**src/rtl/i2cbc_defines.vh**
```
// constants for the two-wire bus control register block
// assumes 32-bit apb with the control register alone in its own word
`ifndef I2CBC_DEFINES_VH
`define I2CBC_DEFINES_VH
`define I2CBC_OFF_CTRL     12'h000
`define I2CBC_OFF_EVENT    12'h004
`define I2CBC_CTRL_RESET   8'h01
`define I2CBC_BIT_ICE      7
`define I2CBC_BIT_IRQEN    6
`define I2CBC_BIT_MST      5
`define I2CBC_BIT_TRS      4
`define I2CBC_BIT_ACK_JUDGE_ENABLE     3
`define I2CBC_BIT_BUS_BUSY_FLAG     2
`define I2CBC_BIT_IRQ      1
`define I2CBC_BIT_SCP      0
`define I2CBC_MODE_SRX     2'b00
`define I2CBC_MODE_STX     2'b01
`define I2CBC_MODE_MRX     2'b10
`define I2CBC_MODE_MTX     2'b11
`endif

```
**src/rtl/i2cbc_ctrl.v**
```verilog
// bus control register of the two-wire interface with apb slave
// assumes scl/sda inputs synchronous to pclk; engine events as pulses
// Behaviour
// - interrupt out only while enable is set
// - mode pair decodes to four modes
// - arbitration loss clears master and transmit
// - slave receive takes transmit from r/w
// - transmit change inside a frame waits for frame end
// - judge off ignores ack, status zero
// - judge on halts transfer on nack
// - busy flag readable in slave mode
// - start condition sets busy flag
// - stop condition clears busy flag
// - slave mode busy writes ignored
// - repeated start uses same write
// - prohibit bit gates start/stop generation
// - request clears on zero after one read
// - nack with judge sets status, request
`timescale 1ns/1ps
`include "i2cbc_defines.vh"
module i2cbc_ctrl (
  input  wire        pclk,
  input  wire        presetn,
  input  wire        psel,
  input  wire        penable,
  input  wire        pwrite,
  input  wire [11:0] paddr,
  input  wire [31:0] pwdata,
  output reg  [31:0] prdata,
  output wire        pready,
  output wire        pslverr,
  input  wire        scl_in,
  input  wire        sda_in,
  input  wire        arb_lost,
  input  wire        first_frame_done,
  input  wire        rw_bit,
  input  wire        frame_done,
  input  wire        ack_valid,
  input  wire        ack_in,
  input  wire        irq_event,
  output wire        irq,
  output wire [1:0]  mode,
  output wire        gen_start,
  output wire        gen_stop,
  output wire        transfer_halt,
  output wire        ack_received_bit,
  output wire        bus_busy_flag
);
  reg       ice_q;
  reg       irq_enable_q;
  reg       master_select_q;
  reg       transmit_select_q;
  reg       trs_pend_q;
  reg       trs_pend_val_q;
  reg       ack_judge_enable_q;
  reg       ack_q;
  reg       bus_busy_flag_q;
  reg       irq_request_flag_q;
  reg       irq_seen_q;
  reg       hw_mod_q;
  reg       mode_read_q;
  reg       halt_q;
  reg       start_q;
  reg       stop_q;
  reg       scl_prev_q;
  reg       sda_prev_q;
  reg       in_frame_q;

  function [31:0] ctrl_word;
    input [7:0] v;
    begin
      ctrl_word = {24'h000000, v};
    end
  endfunction

  wire       acc     = psel & penable;
  wire       wr      = acc & pwrite;
  wire       rd      = acc & ~pwrite;
  wire       hit     = (paddr == `I2CBC_OFF_CTRL);
  wire       hit_ev  = (paddr == `I2CBC_OFF_EVENT);
  wire       wr_ctrl = wr & hit;
  wire       rd_ctrl = rd & hit;
  wire [7:0] wd      = pwdata[7:0];
  wire       start_seen = scl_in & scl_prev_q & sda_prev_q & ~sda_in;
  wire       stop_seen  = scl_in & scl_prev_q & ~sda_prev_q & sda_in;
  wire       mst_wr  = wd[`I2CBC_BIT_MST];
  wire       trs_wr  = wd[`I2CBC_BIT_TRS];
  wire       nack    = ack_valid & ack_judge_enable_q & ack_in;
  // mode bits accept software only after a read following a hw change
  wire       mode_ok = ~hw_mod_q | mode_read_q;
  wire [7:0] ctrl_rd;

  assign pready  = 1'b1;
  assign pslverr = acc & ~hit & ~hit_ev;

  assign ctrl_rd = {ice_q, irq_enable_q, master_select_q,
                    transmit_select_q, ack_judge_enable_q, bus_busy_flag_q,
                    irq_request_flag_q, 1'b1};

  always @(posedge pclk or negedge presetn) begin
    if (!presetn) begin
      scl_prev_q <= 1'b1;
      sda_prev_q <= 1'b1;
    end else begin
      scl_prev_q <= scl_in;
      sda_prev_q <= sda_in;
    end
  end

  // read data is taken in setup so it stands through the access cycle
  wire       rd_setup  = psel & ~penable & ~pwrite;
  // flag value that software has actually been shown
  wire       irq_shown = prdata[`I2CBC_BIT_IRQ];
  wire       irq_clr   = wr_ctrl & irq_seen_q & ~wd[`I2CBC_BIT_IRQ];
  wire       trs_defer = in_frame_q & ~frame_done &
                         (trs_wr != transmit_select_q);
  // mode is the one before this write lands
  wire       cond_ok   = wr_ctrl & master_select_q & ~wd[`I2CBC_BIT_SCP];

  // apb read data
  always @(posedge pclk or negedge presetn) begin
    if (!presetn) begin
      prdata <= 32'h00000000;
    end else if (rd_setup) begin
      if (hit) begin
        prdata <= ctrl_word(ctrl_rd);
      end else begin
        // unmapped and reserved words read as zero
        prdata <= 32'h00000000;
      end
    end
  end

  // plain software control bits
  always @(posedge pclk or negedge presetn) begin
    if (!presetn) begin
      ice_q              <= 1'b0;
      irq_enable_q       <= 1'b0;
      ack_judge_enable_q <= 1'b0;
    end else if (wr_ctrl) begin
      ice_q              <= wd[`I2CBC_BIT_ICE];
      irq_enable_q       <= wd[`I2CBC_BIT_IRQEN];
      ack_judge_enable_q <= wd[`I2CBC_BIT_ACK_JUDGE_ENABLE];
    end
  end

  // frame window, open from start to stop
  always @(posedge pclk or negedge presetn) begin
    if (!presetn) begin
      in_frame_q <= 1'b0;
    end else if (start_seen) begin
      in_frame_q <= 1'b1;
    end else if (stop_seen) begin
      in_frame_q <= 1'b0;
    end
  end

  // mode pair with its hardware overrides
  // overrides stand last so they win over a same-cycle write
  always @(posedge pclk or negedge presetn) begin
    if (!presetn) begin
      master_select_q   <= 1'b0;
      transmit_select_q <= 1'b0;
      trs_pend_q        <= 1'b0;
      trs_pend_val_q    <= 1'b0;
      hw_mod_q          <= 1'b0;
      mode_read_q       <= 1'b0;
    end else begin
      if (rd_ctrl) begin
        mode_read_q <= 1'b1;
      end
      if (wr_ctrl & mode_ok) begin
        master_select_q <= mst_wr;
        hw_mod_q        <= 1'b0;
        if (trs_defer) begin
          trs_pend_q     <= 1'b1;
          trs_pend_val_q <= trs_wr;
        end else begin
          transmit_select_q <= trs_wr;
          trs_pend_q        <= 1'b0;
        end
      end
      if (trs_pend_q & frame_done) begin
        transmit_select_q <= trs_pend_val_q;
        trs_pend_q        <= 1'b0;
      end
      if (first_frame_done & ~master_select_q & ~transmit_select_q) begin
        transmit_select_q <= rw_bit;
        hw_mod_q          <= 1'b1;
        mode_read_q       <= 1'b0;
      end
      if (arb_lost & master_select_q) begin
        master_select_q   <= 1'b0;
        transmit_select_q <= 1'b0;
        trs_pend_q        <= 1'b0;
        hw_mod_q          <= 1'b1;
        mode_read_q       <= 1'b0;
      end
    end
  end

  // start and stop requests, one-cycle pulses to the engine
  always @(posedge pclk or negedge presetn) begin
    if (!presetn) begin
      start_q <= 1'b0;
      stop_q  <= 1'b0;
    end else begin
      start_q <= 1'b0;
      stop_q  <= 1'b0;
      if (cond_ok) begin
        if (wd[`I2CBC_BIT_BUS_BUSY_FLAG]) begin
          start_q <= 1'b1;
        end else begin
          stop_q <= 1'b1;
        end
      end
    end
  end

  // busy flag follows the lines only, never a write
  always @(posedge pclk or negedge presetn) begin
    if (!presetn) begin
      bus_busy_flag_q <= 1'b0;
    end else begin
      if (start_seen) begin
        bus_busy_flag_q <= 1'b1;
      end else if (stop_seen) begin
        bus_busy_flag_q <= 1'b0;
      end
    end
  end

  // acknowledge judgement
  always @(posedge pclk or negedge presetn) begin
    if (!presetn) begin
      ack_q  <= 1'b0;
      halt_q <= 1'b0;
    end else begin
      if (!ack_judge_enable_q) begin
        ack_q  <= 1'b0;
        halt_q <= 1'b0;
      end else if (ack_valid) begin
        ack_q  <= ack_in;
        halt_q <= ack_in;
      end else if (start_seen) begin
        // a new start resumes transfer
        halt_q <= 1'b0;
      end
    end
  end

  // interrupt request flag, read then clear
  always @(posedge pclk or negedge presetn) begin
    if (!presetn) begin
      irq_request_flag_q <= 1'b0;
      irq_seen_q         <= 1'b0;
    end else begin
      if (irq_event | nack) begin
        irq_request_flag_q <= 1'b1;
        // a new event must be read again before it can be cleared
        irq_seen_q         <= 1'b0;
      end else if (irq_clr) begin
        irq_request_flag_q <= 1'b0;
        irq_seen_q         <= 1'b0;
      end else if (rd_ctrl & irq_shown) begin
        irq_seen_q         <= 1'b1;
      end
    end
  end

  assign irq              = irq_enable_q & irq_request_flag_q;
  assign mode             = {master_select_q, transmit_select_q};
  assign gen_start        = start_q;
  assign gen_stop         = stop_q;
  assign transfer_halt    = halt_q;
  assign ack_received_bit = ack_q;
  assign bus_busy_flag    = bus_busy_flag_q;
endmodule

```
**config.mk**
```make
export PLATFORM = sky130hd
export DESIGN_NAME = i2cbc_ctrl
export DESIGN_NICKNAME = d
export VERILOG_FILES = /design/src/rtl/i2cbc_ctrl.v
export VERILOG_INCLUDE_DIRS = /design/src /design/src/rtl
export SDC_FILE = /design/constraint.sdc
export NUM_CORES = 1
export LEC_CHECK = 0
export ABC_AREA = 0
export BUFFER_PORTS_ARGS = -buffer_cell sky130_fd_sc_hd__buf_2
export CORE_ASPECT_RATIO = 0.75
export CORE_MARGIN = 10
export CORE_UTILIZATION = 43
export DETAILED_ROUTE_END_ITERATION = 10
export PLACE_DENSITY = 0.84
export SYNTH_ARGS = -nofsm -noshare
export SYNTH_HDL_FRONTEND = slang
export SYNTH_SLANG_ARGS = --single-unit
export TNS_END_PERCENT = 5
```
**constraint.sdc**
```tcl
create_clock -name pclk -period 2.5 [get_ports pclk]
set_input_delay 0.25 -clock pclk [delete_from_list [all_inputs] [get_ports pclk]]
set_output_delay 0.25 -clock pclk [all_outputs]
set_load 0.01 [all_outputs]
```
==> reports/metrics.yaml <==
global_route:
  grt_antenna_before_repair: 0
  grt_remaining_overflow: 0
  track_usage_pct: 11.7
  grt_pass1_wl_microns: 5770
  grt_max_degree: 27
  grt_pass1_vias: 1188
synth:
  netlist-cell-type-count: 35
  synth_mux_area_share_pct: 3.20
  synth_top_area_cell: "dfrtp_1"
  synth_xor_area_share_pct: 0.622
  yosysSeqAreaShare_pct: 46.4
  synth-simple-area-share_pct: 18.9
  synth.top_cell.area_share_pct: 42.6
  syn_area_per_cell_sq_um: 10.5
  syn-cell-area_sq_mm: 0.00141
  synth_top_family_by_area: "simple AND/OR/NAND/NOR gates"
  synth-adder-area-share_pct: 0
  synth-seq-cells: 26
  ys_warn_count: 0
  synth_compound_area_share_pct: 14.1
  syn_inst: 134
  synthTopCellsByArea: "dfrtp_1 43%, buf_4 15%, a22o_1 4.4%"
critical_path:
  crit_arrival_ns: 1.26
  crit_fanout: 6
  required_ns: 2.25
  reg2reg_slack_ns: 1.02
  cpLargestDelayFamily: "simple AND/OR/NAND/NOR gates"
  endpoint_kind: "output port"
  crit_chain: "buf_2 -> nor3_1 -> and3_1 -> nor2_1 -> buf_2"
  startpoint_type: "input port"
  r2r-start: "transmit_select_q$_DFFE_PN0P_"
  r2r-end: "trs_pend_val_q$_DFFE_PN0P_"
  slowest_stage: "nor3_1"
  rr_worst_depth: 4
  slowest_delay_ns: 0.35
  crit_type: "input port to output port"
  path_buf_inv: 2
  cpMostUsedCell: "buf_2"
detailed_routing:
  wl_microns: 3520
  route.detailed.drc: 0
  post_drt_wl_per_cell_microns: 15.9
  routed-via-count: 1095
  ant_nets: 0
  viasPerCell: 4.93
  drt_iter0_markers: 83
  dr.pass1.iters: 4
timing:
  period_minus_slack_ns: 1.51
  finalClockSkew_ns: 0.00100
  fmax_ghz: 0.664
  final.setup.tns_ns: 0
  period_share_pct: 60.3
  final-hold-violation-count: 0
  slew_headroom_pct: 61.7
  slew_viol_final: 0
  setup_viol: 0
  worstMarginPinSlew_ns: 0.575
  rsz0062_at_grt: "false"
clock_tree:
  cts_made_buffers: 3
  cts_htree_levels: 1
  cts-root-buf: "clkbuf_8"
  clkLatencyLatePin_ns: 0.27
  cts_sinks: 26
  cts_tree: "built"
  clk_path_buf_depth: 2
  cts_resized: 0
  clk_pin_slew_worst_paths_ns: 0.08
layout:
  multi_input_area_sq_um: 613
  fillCellCount: 277
  nNetsFinal: 243
  diodes: 0
  syn2layout_area_growth_pct: 16.3
  drive_gt1_share_pct: 33.7
  ff_latch_area_sq_um: 653
pwr:
  p_leak_nw: 0.854
  finalPower_uw: 774
  powerDensity_mw_per_mm2: 472
  peakVddDrop_v: 0.000328
floorplanning:
  core_area_sq_mm: 0.00304
  num_io_pins: 100
  die_width_microns: 86.1
  dieArea_sq_mm: 0.00599
  rows: 17
  die-height_microns: 69.6
  start_util_pct: 46.3
placement:
  port_buffers: 50
  gp_congestion: 0.795
  hpwl_microns: 2930
outcome:
  run_status: "finished clean"
min_path:
  worstHoldStart: "sda_in"
  holdCritPathClass: "input port to flop"
  hold_depth: 1
  min_to: "sda_prev_q$_DFF_PN1_"
flow_run:
  cap_violations: 0
-- synthesized netlist by cell type, drive strengths merged --
cell type,instances
o31a,1
nor3,4
a21oi,2
and2,3
a21o,1
o31ai,1
mux2,4
nand4,1
nand2b,5
dfstp,2
a22o,7
nor4b,3
nand2,7
a21boi,2
and4b,1
dfrtp,24
xnor2,1
a31oi,3
nor3b,1
o221a,1
o22ai,1
and3,2
a211o,1
o311ai,1
inv,5
nand3,4
buf,28
nor4,3
conb,2
o21ai,7
nor2,6
-- repair_timing --
item | 4_1_cts | 5_1_grt
hold buffers | 1 | 0
endpoints found under the hold margin | 24 | 0
setup buffers | 0 | 0
-- registers in the layout, indices dropped and copies added (netlist names) --
signal,cells
irq_request_flag_q,1
mode_read_q,1
gen_start,1
master_select_q,1
ack_received_bit,1
scl_prev_q,1
transmit_select_q,1
trs_pend_val_q,1
irq_enable_q,1
gen_stop,1
bus_busy_flag,1
prdata,8
ack_judge_enable_q,1
transfer_halt,1
irq_seen_q,1
hw_mod_q,1
ice_q,1
sda_prev_q,1
trs_pend_q,1
-- placed cells by master, fill, tap and decap left out --
cell type / Yosys / final
a211o_1: 1 / 1
a21boi_0: 2 / 2
a21o_1: 1 / 1
a21oi_1: 2 / 2
a22o_1: 7 / 7
a31oi_1: 3 / 3
and2_1: 3 / 3
and3_1: 2 / 2
and4b_1: 1 / 1
buf_2: 0 / 50
clkbuf_1: 0 / 1
clkbuf_8: 0 / 3
conb_1: 2 / 25
dfrtp_1: 24 / 24
dfstp_2: 2 / 2
dlygate4sd3_1: 0 / 1
inv_1: 5 / 5
mux2_1: 1 / 1
mux2_2: 3 / 3
nand2_1: 7 / 7
nand2b_1: 5 / 5
nand3_1: 3 / 3
nand3_2: 1 / 1
nand4_1: 1 / 1
nor2_1: 6 / 6
nor3_1: 3 / 3
nor3_4: 1 / 1
nor3b_1: 1 / 1
nor4_1: 1 / 1
nor4_4: 2 / 2
nor4b_1: 3 / 3
o21ai_0: 7 / 7
o221a_1: 1 / 1
o22ai_1: 1 / 1
o311ai_0: 1 / 1
o31a_1: 1 / 1
o31ai_1: 1 / 1
xnor2_1: 1 / 1
-- worst max path at each step --
stage / endpoint / slack (ns) / startpoint / depth (start not counted)
after CTS: pslverr / 0.98 / paddr[9] / 5
after global placement: trs_pend_val_q$_DFFE_PN0P_ / 0.90 / paddr[9] / 5
final: pslverr / 0.99 / paddr[9] / 5
after floorplan: trs_pend_val_q$_DFFE_PN0P_ / 1.15 / paddr[5] / 5
after global routing: pslverr / 0.83 / paddr[9] / 5
after detailed placement: trs_pend_val_q$_DFFE_PN0P_ / 0.87 / paddr[9] / 5
-- kinds of logic after synthesis --
| logic type | count (synthesis) |
|---|---|
| AOI/OAI and AO/OA | 28 |
| DFF | 26 |
| muxes | 4 |
| xor gates and xnor gates | 1 |
| and+or+nand+nor | 40 |
| buffers and inverters | 33 |
| other | 2 |
-- layer usage --
layer  share of wire, %  wire, microns  up-vias  global-route usage (%)
li1                   -              -      524                       -
met1                 41           1460      514                    13.8
met4                1.4             50        0                    5.07
met2                 47           1660       53                    17.9
met3                 10            357        4                    5.04
met5                  0              0        -                       0
-- where the power goes --
part | leakage, nW | switching, mW | internal, mW
logic | 0.494 | 0.0639 | 0.0365
registers | 0.338 | 0.00653 | 0.427
clock network | 0.0228 | 0.126 | 0.114
-- stage by stage --
| stage | hold slack, ns | util (%) | instances | setup WS, ns | area, sq um |
|---|---|---|---|---|---|
| final | 0.0893 | 53.8 | 222 | 0.993 | 1640 |
| after global routing | 0.0826 | 53.8 | 222 | 0.831 | 1640 |
| after CTS | 0.0837 | 53.8 | 222 | 0.984 | 1640 |
| after detailed placement | 0.279 | 52.0 | 217 | 0.869 | 1580 |
| after global placement | 0.267 | 52.0 | 217 | 0.902 | 1580 |
| after floorplan | -0.0456 | - | 157 | 1.15 | 1500 |
-- cell type report --
cell class                 count  area share (%)
timing repair buffer          51            15.9
sequential                    26            39.9
tap                           38            2.90
inverter                       5            1.15
clock buffer                   4            2.75
multi-input combinational     98            37.4
(Power assumes the default switching activity.)
